`src/udsr_pkg.sv`:
```
// Package for the USB device status register block.
// Assumes a single 100 MHz clock domain shared with the USB core.
package udsr_pkg;
    // Command codes on the microcontroller command port
    localparam logic [7:0] CMD_EP_ENABLE = 8'hd8;
    localparam logic [7:0] CMD_READ_INT = 8'hf4;
    localparam logic [7:0] CMD_READ_FRAME = 8'hf5;
    localparam logic [7:0] CMD_SET_STATUS = 8'hfe;
    localparam logic [7:0] CMD_GET_STATUS = 8'hfe;
    localparam logic [7:0] CMD_GET_ERROR = 8'hff;
    localparam logic [7:0] CMD_SEL_CLR_BASE = 8'h40;
    // Field positions
    localparam int EP_ENABLE_BIT = 0;
    localparam int INT_DEV_EVENT_BIT = 7;
    localparam int ST_SUSPEND_BIT = 2;
    localparam int ST_SUSP_CHG_BIT = 3;
    localparam int ST_BUS_RESET_BIT = 4;
    localparam int ERR_FLAG_BIT = 4;
    localparam int NUM_EP = 6;
    // Reset values
    localparam logic [7:0] EP_ENABLE_RESET = 8'h00;
    localparam logic [7:0] INT_SRC_RESET = 8'h00;
    localparam logic [7:0] ERR_RESET = 8'h00;
    // Timing
    localparam int CLK_MHZ = 100;
    localparam int IDLE_SUSPEND_US = 3000;
    localparam int IDLE_SUSPEND_CYC = IDLE_SUSPEND_US * CLK_MHZ;
    // Error codes
    typedef enum logic [3:0] {
        ERR_NONE = 4'h0, ERR_PID_ENC = 4'h1, ERR_PID_UNK = 4'h2, ERR_UNEXP = 4'h3,
        ERR_TOKEN_CRC = 4'h4, ERR_DATA_CRC = 4'h5, ERR_TIMEOUT = 4'h6, ERR_BABBLE = 4'h7,
        ERR_EOP = 4'h8, ERR_SENT_NAK = 4'h9, ERR_SENT_STALL = 4'ha, ERR_OVERRUN = 4'hb,
        ERR_RSVD = 4'hc, ERR_BITSTUFF = 4'hd, ERR_SYNC = 4'he, ERR_TOGGLE = 4'hf
    } udsr_err_t;
    // Error report from the protocol engine
    typedef struct packed {
        logic valid;
        udsr_err_t code;
    } udsr_err_rpt_t;
    // Microcontroller command port request
    typedef struct packed {
        logic cmd_valid;
        logic [7:0] cmd;
        logic wr_valid;
        logic [7:0] wr_data;
        logic rd_req;
    } udsr_req_t;
endpackage

```
`src/udsr_status_regs.sv`:
```
// USB device status and diagnostic registers behind a command port.
// Assumes usb side event inputs are synchronous to clk, one-cycle pulses.
`timescale 1ns/10ps

// Overview of operation
// - Enable bit 0 gates non-control end-points; reads zero after reset.
// - Interrupt source: bits 0-5 end-points, bit 6 reserved, bit 7 device event.
// - Reading device status clears the device event interrupt bit.
// - Frame number read as two bytes, low byte first, upper five bits zero.
// - Status: bits 1,0 reserved, bit 2 suspend, bits 3,4 clear-on-read events.
// - Suspend sets after 3 ms idle upstream, clears on any activity.
// - Writing zero to suspend while suspended issues remote wake-up only.
// - Suspend change sets whenever suspend toggles; cleared on status read.
// - Bus reset sets bit, clears on read, returns device to address 0.
// - Error register: code bits 3-0, occurred flag bit 4, zero at reset.
// - Error codes follow the sixteen-entry code table.
// - End-point interrupt bit clears only by select with clear interrupt.
// - Error occurred flag clears at the start of each new transfer.
module udsr_status_regs
    import udsr_pkg::*;
#(
    parameter int IDLE_CYCLES = IDLE_SUSPEND_CYC
) (
    input wire logic clk,
    input wire logic reset_n,
    input wire udsr_req_t req,
    output logic [7:0] rd_data,
    output logic rd_valid,
    input wire logic bus_activity,
    input wire logic bus_reset_evt,
    input wire logic sof_valid,
    input wire logic [10:0] sof_frame,
    input wire logic [NUM_EP-1:0] ep_event,
    input wire logic dev_event,
    input wire udsr_err_rpt_t err_rpt,
    input wire logic transfer_start,
    output logic endpoints_enabled,
    output logic remote_wakeup,
    output logic default_state,
    output logic irq
);
    // Refuse idle limits that the 28-bit idle counter cannot reach
    if (IDLE_CYCLES < 1 || IDLE_CYCLES > 32'h0fff_ffff) begin : g_bad_idle
        $error("IDLE_CYCLES out of range");
    end

    // Refuse end-point counts that collide with the reserved and event bits
    if (NUM_EP < 1 || NUM_EP > 6) begin : g_bad_ep
        $error("NUM_EP out of range");
    end

    // Command latch and register contents
    logic [7:0] cmd_r;
    logic [7:0] ep_en_r;
    logic [7:0] int_src_r;
    logic [10:0] frame_r;
    logic frame_byte_r;

    // Status flags
    logic suspend_r;
    logic susp_chg_r;
    logic bus_rst_r;
    logic [3:0] err_code_r;
    logic err_flag_r;

    // Suspend timing and outgoing pulses
    logic [27:0] idle_cnt_r;
    logic wake_r;
    logic dflt_r;

    // Read path
    logic [7:0] rd_data_r;
    logic rd_valid_r;

    // Decodes shared by several processes
    logic status_read;
    logic suspend_nxt;
    logic suspend_toggle;
    logic [7:0] sel_clr_mask;

    // Status byte assembled from flags
    function automatic logic [7:0] status_byte(logic s, logic c, logic b);
        status_byte = {3'b000, b, c, s, 2'b00};
    endfunction

    // Data strobe aimed at the command latched last
    function automatic logic strobe_for(logic strobe, logic [7:0] cur, logic [7:0] code);
        strobe_for = strobe && cur == code;
    endfunction

    ////////////////////////////////////////////////////////////////////////
    // Command latch
    always_ff @(posedge clk) begin
        if (!reset_n) begin
            cmd_r <= 8'h00;
        end else if (req.cmd_valid) begin
            cmd_r <= req.cmd;
        end
    end

    // Frame byte pointer, low byte first
    always_ff @(posedge clk) begin
        if (!reset_n) begin
            frame_byte_r <= 1'b0;
        end else if (req.cmd_valid) begin
            frame_byte_r <= 1'b0;
        end else if (strobe_for(req.rd_req, cmd_r, CMD_READ_FRAME)) begin
            frame_byte_r <= ~frame_byte_r;
        end
    end

    // Data read of the status register, which clears its events
    assign status_read = strobe_for(req.rd_req, cmd_r, CMD_GET_STATUS);

    ////////////////////////////////////////////////////////////////////////
    // Read data path
    always_ff @(posedge clk) begin
        if (!reset_n) begin
            rd_data_r <= 8'h00;
            rd_valid_r <= 1'b0;
        end else begin
            rd_valid_r <= req.rd_req;
            if (req.rd_req) begin
                unique case (cmd_r)
                    CMD_READ_INT: rd_data_r <= {int_src_r[7], 1'b0, int_src_r[5:0]};
                    CMD_READ_FRAME: rd_data_r <= frame_byte_r ?
                        {5'b00000, frame_r[10:8]} : frame_r[7:0];
                    CMD_GET_STATUS: rd_data_r <= status_byte(suspend_r, susp_chg_r, bus_rst_r);
                    CMD_GET_ERROR: rd_data_r <= {3'b000, err_flag_r, err_code_r};
                    default: rd_data_r <= 8'h00;
                endcase
            end
        end
    end

    // Read answer straight from flip-flops
    assign rd_data = rd_data_r;
    assign rd_valid = rd_valid_r;

    ////////////////////////////////////////////////////////////////////////
    // End-point enable register
    always_ff @(posedge clk) begin
        if (!reset_n) begin
            ep_en_r <= EP_ENABLE_RESET;
        end else if (strobe_for(req.wr_valid, cmd_r, CMD_EP_ENABLE)) begin
            ep_en_r <= {7'b0000000, req.wr_data[EP_ENABLE_BIT]};
        end
    end

    // Gate for all non-control end-points
    assign endpoints_enabled = ep_en_r[EP_ENABLE_BIT];

    ////////////////////////////////////////////////////////////////////////
    // Frame number capture from each received start of frame
    always_ff @(posedge clk) begin
        if (!reset_n) begin
            frame_r <= 11'h000;
        end else if (sof_valid) begin
            frame_r <= sof_frame;
        end
    end

    ////////////////////////////////////////////////////////////////////////
    // Select with clear interrupt decoding
    always_comb begin
        sel_clr_mask = 8'h00;
        for (int i = 0; i < NUM_EP; i++) begin
            if (req.cmd_valid && req.cmd == (CMD_SEL_CLR_BASE + 8'(i))) begin
                sel_clr_mask[i] = 1'b1;
            end
        end
    end

    // Interrupt source; a set in the same cycle wins over a clear
    always_ff @(posedge clk) begin
        if (!reset_n) begin
            int_src_r <= INT_SRC_RESET;
        end else begin
            // End-point bits, cleared only by select with clear interrupt
            for (int i = 0; i < NUM_EP; i++) begin
                if (ep_event[i]) begin
                    int_src_r[i] <= 1'b1;
                end else if (sel_clr_mask[i]) begin
                    int_src_r[i] <= 1'b0;
                end
            end
            // Reserved bit held at zero
            int_src_r[6] <= 1'b0;
            // Device event bit from any device-level event
            if (dev_event || bus_reset_evt || suspend_toggle) begin
                int_src_r[INT_DEV_EVENT_BIT] <= 1'b1;
            end else if (status_read) begin
                int_src_r[INT_DEV_EVENT_BIT] <= 1'b0;
            end
        end
    end

    // Request while any non-reserved source bit stands
    assign irq = |{int_src_r[7], int_src_r[5:0]};

    ////////////////////////////////////////////////////////////////////////
    // Idle counter for suspend detection
    always_ff @(posedge clk) begin
        if (!reset_n) begin
            idle_cnt_r <= 28'h000_0000;
        end else if (bus_activity) begin
            idle_cnt_r <= 28'h000_0000;
        end else if (idle_cnt_r < 28'(IDLE_CYCLES)) begin
            idle_cnt_r <= idle_cnt_r + 28'h000_0001;
        end
    end

    // Suspend enters past the idle limit, leaves on activity
    always_comb begin
        suspend_nxt = suspend_r;
        if (bus_activity) begin
            suspend_nxt = 1'b0;
        end else if (idle_cnt_r >= 28'(IDLE_CYCLES)) begin
            suspend_nxt = 1'b1;
        end
    end

    // Suspend state register
    always_ff @(posedge clk) begin
        if (!reset_n) begin
            suspend_r <= 1'b0;
        end else begin
            suspend_r <= suspend_nxt;
        end
    end

    // Suspend bit about to flip; feeds the change flag and the device event
    assign suspend_toggle = suspend_nxt != suspend_r;

    ////////////////////////////////////////////////////////////////////////
    // Remote wake-up pulse on a zero written while suspended, one cycle long
    always_ff @(posedge clk) begin
        if (!reset_n) begin
            wake_r <= 1'b0;
        end else begin
            wake_r <= strobe_for(req.wr_valid, cmd_r, CMD_SET_STATUS) && suspend_r
                && !req.wr_data[ST_SUSPEND_BIT] && !wake_r;
        end
    end

    // Wake-up request toward the transceiver
    assign remote_wakeup = wake_r;

    ////////////////////////////////////////////////////////////////////////
    // Clear-on-read events; set wins over the read clear
    always_ff @(posedge clk) begin
        if (!reset_n) begin
            susp_chg_r <= 1'b0;
            bus_rst_r <= 1'b0;
        end else begin
            if (suspend_toggle) begin
                susp_chg_r <= 1'b1;
            end else if (status_read) begin
                susp_chg_r <= 1'b0;
            end
            if (bus_reset_evt) begin
                bus_rst_r <= 1'b1;
            end else if (status_read) begin
                bus_rst_r <= 1'b0;
            end
        end
    end

    ////////////////////////////////////////////////////////////////////////
    // Default-state pulse toward the address logic
    always_ff @(posedge clk) begin
        if (!reset_n) begin
            dflt_r <= 1'b0;
        end else begin
            dflt_r <= bus_reset_evt;
        end
    end

    // Return to address 0, unconfigured
    assign default_state = dflt_r;

    ////////////////////////////////////////////////////////////////////////
    // Debug error code; holds the last reported code
    always_ff @(posedge clk) begin
        if (!reset_n) begin
            err_code_r <= ERR_RESET[3:0];
        end else if (err_rpt.valid) begin
            err_code_r <= err_rpt.code;
        end
    end

    // Error occurred flag; a new report wins over the transfer-start clear
    always_ff @(posedge clk) begin
        if (!reset_n) begin
            err_flag_r <= ERR_RESET[ERR_FLAG_BIT];
        end else if (err_rpt.valid) begin
            err_flag_r <= 1'b1;
        end else if (transfer_start) begin
            err_flag_r <= 1'b0;
        end
    end
endmodule // udsr_status_regs

```
`config.mk`:
```
export PLATFORM = sky130hd
export DESIGN_NAME = udsr_status_regs
export DESIGN_NICKNAME = d
export VERILOG_FILES = /design/src/udsr_pkg.sv /design/src/udsr_status_regs.sv
export SDC_FILE = /design/constraint.sdc
export NUM_CORES = 1
export LEC_CHECK = 0
export BUFFER_PORTS_ARGS = -buffer_cell sky130_fd_sc_hd__buf_2
export CORE_UTILIZATION = 40
export CTS_CLUSTER_SIZE = 14
export DETAILED_ROUTE_END_ITERATION = 12
export GPL_ROUTABILITY_DRIVEN = 0
export PLACE_DENSITY = 0.68
export SKIP_CTS_REPAIR_TIMING = 1
export SLEW_MARGIN = 0
export SYNTH_ARGS = -nofsm -noshare
export SYNTH_HDL_FRONTEND = slang
export SYNTH_SLANG_ARGS = --single-unit
```
`constraint.sdc`:
```
create_clock -name clk -period 2.5 [get_ports clk]
set_input_delay 0.25 -clock clk [delete_from_list [all_inputs] [get_ports clk]]
set_output_delay 0.25 -clock clk [all_outputs]
set_load 0.01 [all_outputs]
```
Yosys cells after proc, flatten, opt, wreduce, memory -nomap -nowiden
Index checks and enable logic that the tools add are counted.
{"block": "word_totals", "in_bits": 48, "out_inout_bits": 13, "wordCells": 96, "reg_bits": 75}
{"block": "classes", "bitwise": 2, "mux": 28, "n_addsub": 1, "magnitude_cmp": 2, "eq_ne": 12, "n_reduce_logical": 30}
{"op": "8-bit by 7-bit equality test with 1-bit output, second input constant", "n": 6}
{"op": "8-bit equality test, second input constant", "n": 5}
{"op": "8-bit one-hot mux with 4 select lines", "n": 1}
{"op": "28-bit by 1-bit adder with 28-bit output, second input constant", "n": 1}
{"op": "28-bit by 19-bit greater-or-equal comparator with 1-bit output, second input constant", "n": 1}
{"op": "28-bit by 19-bit < comparator with 1-bit output, second input constant", "n": 1}
{"op": "1-bit 2-to-1 mux", "n": 26}
{"op": "2-bit nonzero test", "n": 10}
{"op": "1-bit logical AND", "n": 13}
{"op": "8-bit 2-to-1 mux", "n": 1}
{"op": "7-bit OR reduction", "n": 1}
{"op": "2-bit OR reduction", "n": 2}
{"op": "1-bit zero test", "n": 2}
{"op": "1-bit logical OR", "n": 2}
{"op": "1-bit NOT", "n": 2}
{"op": "1-bit inequality test", "n": 1}

Longest topological paths before layout
{"block": "logic_depth", "depth_word": 6, "mapped_depth": 7}

Worst setup path after synthesis
No wires, ideal clock.
{"block": "synth_path", "kind": "flip-flop to flip-flop", "start": "reg idle_cnt_r[6]", "end": "reg idle_cnt_r[9]", "stages_incl_launch_ff": 7, "arrival_time_ns": 2.026, "path_slack_ns": 0.404, "period_less_slack_ns": 2.096, "cell_sequence": "dfxtp_1 -> and3_1 -> buf_6 -> a311o_4 -> a211o_4 -> or4_1 -> a21oi_1"}
{"block": "synth_between", "elab_chain_len": 1, "elab_cells_between_ends": 2}
{"element": "start, declared", "line_no": "udsr_status_regs.sv:67", "text": "logic [27:0] idle_cnt_r;"}
{"element": "start signal, assigned", "line_no": "udsr_status_regs.sv:209", "text": "idle_cnt_r <= idle_cnt_r + 28'h000_0001;"}
{"element": "28-bit by 1-bit adder with 28-bit output or 28-bit by 19-bit < comparator with 1-bit output (tied branches)", "line_no": "udsr_status_regs.sv:209, udsr_status_regs.sv:208"}
Parallel ways exist; a longest one is shown, timed or not.
A chain may end at the register's enable or synchronous reset.

Final worst setup path
{"block": "layout_path", "start": "reg idle_cnt_r[6]", "end": "reg idle_cnt_r[14]"}
Same word-level chain as after synthesis.

==> metrics.txt <==
std cell rows 32; placed cells 488; Crit Path Class reg -> reg; Core Box Area 7730 sq um; source-to-sink clock delay at the later pin of the worst-skew pair 0.34 ns; Initial Util 41.3%; worst min-delay path class in -> reg; number of antenna cells inserted 0; total number of vias 2634; Clock Power Share 43.8%; fraction of power consumed by sequential logic 50.2%; detailed-routing iteration count for the pre-antenna-repair pass 4; clock buffer depth 2; switching power summed over all nets 0.544 mW; clock tree root driver cell sky130_fd_sc_hd__clkbuf_8; Seq cells post-synth 75; Total Negative Setup Slacks 0 ns; worst-path fanout max 27; number of nets with antenna violations after routing 0; die outline area 8350 sq um; Clk pin slew, worst setup/hold paths 0.07 ns; largest stage delay on the critical path 0.52 ns; final global-route overflow total 0; FFs w/ async S/R, synth 0%; Maximum Capacitance Violations 0; Setup-failing EPs final 0; Post-DP HPWL 4900 microns; final setup slack of the worst path 0.200 ns; quantity of I/O buffers inserted on ports 54; number of ports placed on the die boundary 61; RSZ-0062 raised after global routing no; routed len/inst 13.6 microns; outcome completed; portion of the clock cycle consumed by the worst path in the final layout 92.0%; number of antenna violations at the first check in global routing 0; Cell Int Power 1.96 mW; post-synthesis area per instance 9.26 sq um; cell type of the slowest stage on the worst timing path sky130_fd_sc_hd__or4_1; Worst Clk Skew 0.0101 ns; area growth from synthesis to final layout 18.2%; summed instance area of the synthesized netlist 3190 sq um; count of H-tree levels built during CTS 3; total power divided by cell area 664 nW/um^2; relative slew slack 52.5%; CP Launch Point idle_cnt_r[6]$_SDFFE_PP0N_; Worst Min Path Start ep_event[1]; die boundary width 91.4 microns; Least-Margin Pin Slew 0.712 ns; # clock sinks 75; height of the chip 91.4 microns; total number of yosys warnings 0; final critical-path required period 2.30 ns; Post-Synthesis Cells 345; switching power share of the total 21.7%; number of global-route vias before repair 2459; share of total power in combinational logic 6.0%; Post-layout nets 447; distinct cell type count of the synthesized netlist 50; Critical Path Source Type flip-flop; ys flop type sky130_fd_sc_hd__dfxtp_1; Max rail drop VDD 0.000296 V; proportion of layout cells with a drive suffix above 1 20.6%; worst path cell trace and3_1, a311o_4, a211o_4, or4_1, a21oi_1; # DRC 0; post-DR vias/cell 5.23; Final Hold Vio Count 0; dpl ws 0.224 ns; CTS tree built; cts bufs inserted 9; proportion of synthesized chip area in sequential cells 47.0%; beginning of the worst register-to-register path idle_cnt_r[6]$_SDFFE_PP0N_; number of enable flip-flop cells after synthesis 0; first-pass GRT wire length 11300 microns; Data arrival, critical path 2.55 ns; Slew Viols, Final 0; Post-Synthesis Net Count 395; largest net degree at the start of global routing 36; wirelength, routed 6850 microns; total leakage power 1.49 nW; iteration-0 DRC count of the detailed router 75; combined global-route utilization of all metal layers 17.1%; number of standard cells in the layout, taps in and fillers out 504; Fmax achieved 0.435 GHz; required time of the worst setup path 2.75 ns; type of element capturing the critical path flip-flop
-- sequential cells by signal, summed over array words and instances (netlist names), 4 cells and up --
register and count:
idle_cnt_r 28, frame_r 11, cmd_r 8, rd_data 8, int_src_r 7, err_code_r 4
-- cell families (layout without fill, tap and decap cells) --
family | count (synthesis) | in the layout | synth area share, %
mux | 32 | 32 | 10.1
xor+xnor | 3 | 3 | 0.823
simple gates | 143 | 143 | 23.1
fa+ha+maj | 2 | 2 | 0.783
compound gates | 69 | 69 | 15.2
buf+inv | 21 | 78 | 2.98
flops | 75 | 75 | 47.0
-- final timing paths --
check / slack, ns / endpoint / cells after the start
min reg2reg: 0.46 / idle_cnt_r[26]$_SDFFE_PP0N_ / 1
min: 0.13 / int_src_r[1]$_SDFFE_PN0P_ / 2
max: 0.20 / idle_cnt_r[14]$_SDFFE_PP0N_ / 5
max reg2reg: 0.20 / idle_cnt_r[14]$_SDFFE_PP0N_ / 5
-- routing by layer --
layer / GRT usage [%] / wire length (microns) / up-vias
li1: - / - / 1354
met1: 20.8 / 3230 / 1201
met2: 28.5 / 3230 / 70
met3: 5.44 / 303 / 9
met5: 0 / 0 / -
met4: 5.69 / 82 / 0
-- worst max-delay path: cells and delay by family, from the launching register on --
kind            cells  cell delay [ns]
compound gates      3             1.06
flops               1             0.35
simple gates        2             0.80
-- layout by cell type, fill, tap and decap left out, types with 3 or more instances in the layout --
cell type                   instances
sky130_fd_sc_hd__dfxtp_1           75
sky130_fd_sc_hd__a21oi_1           21
sky130_fd_sc_hd__nor4_1             5
sky130_fd_sc_hd__a21boi_0           3
sky130_fd_sc_hd__mux2i_1           30
sky130_fd_sc_hd__or4_1              4
sky130_fd_sc_hd__nand2_1           22
sky130_fd_sc_hd__and2_1            14
sky130_fd_sc_hd__o21ai_0           15
sky130_fd_sc_hd__buf_2             54
sky130_fd_sc_hd__clkbuf_8           9
sky130_fd_sc_hd__inv_1              5
sky130_fd_sc_hd__or3_1             11
sky130_fd_sc_hd__a22oi_1            3
sky130_fd_sc_hd__nor3_1             7
sky130_fd_sc_hd__o21a_1             5
sky130_fd_sc_hd__bufinv_16          3
sky130_fd_sc_hd__o31ai_1            3
sky130_fd_sc_hd__nor2_1            47
sky130_fd_sc_hd__and4_1             3
sky130_fd_sc_hd__nand4_1            4
sky130_fd_sc_hd__nand3_1           11
-- per-stage QoR --
step	instance area [sq um]	hold WS (ns)	util, %	total power, mW
floorplan	3190	0.367	-	1.37
global placement	3530	0.443	45.7	1.43
detailed placement	3530	0.444	45.7	1.44
CTS	3780	0.107	48.9	2.54
global route	3780	0.113	48.9	2.61
finish	3780	0.125	48.9	2.51
-- Yosys cell counts (5+ instances only) --
cell type,instances,share of area [%]
sky130_fd_sc_hd__buf_1,5,0.59
sky130_fd_sc_hd__o21ai_0,15,2.4
sky130_fd_sc_hd__and2_1,14,2.7
sky130_fd_sc_hd__nand2_1,22,2.6
sky130_fd_sc_hd__nor4_1,5,0.98
sky130_fd_sc_hd__dfxtp_1,75,47
sky130_fd_sc_hd__nor3_1,7,1.1
sky130_fd_sc_hd__mux2i_1,30,9.4
sky130_fd_sc_hd__inv_1,5,0.59
sky130_fd_sc_hd__nor2_1,47,5.5
sky130_fd_sc_hd__o21a_1,5,1.2
sky130_fd_sc_hd__nand3_1,11,1.7
sky130_fd_sc_hd__clkbuf_1,7,0.82
sky130_fd_sc_hd__or3_1,11,2.2
sky130_fd_sc_hd__a21oi_1,21,3.3
-- layout make-up --
cell class / count / area, sq um
clock buffer: 10 / 128
sequential: 75 / 1500
tap: 102 / 128
multi-input combinational: 249 / 1600
inverter: 6 / 22.5
clock inverter: 6 / 114
fill: 757 / 3950
timing repair buffer: 56 / 285
-- power groups by stage --
stage	combinational (mW)	clock, mW	sequential (mW)
after global routing	0.167	1.18	1.26
final	0.149	1.10	1.26
after floorplan	0.0906	0	1.28
after CTS	0.151	1.13	1.26
after global placement	0.147	0	1.29
after detailed placement	0.150	0	1.29
(Power assumes the default switching activity.)
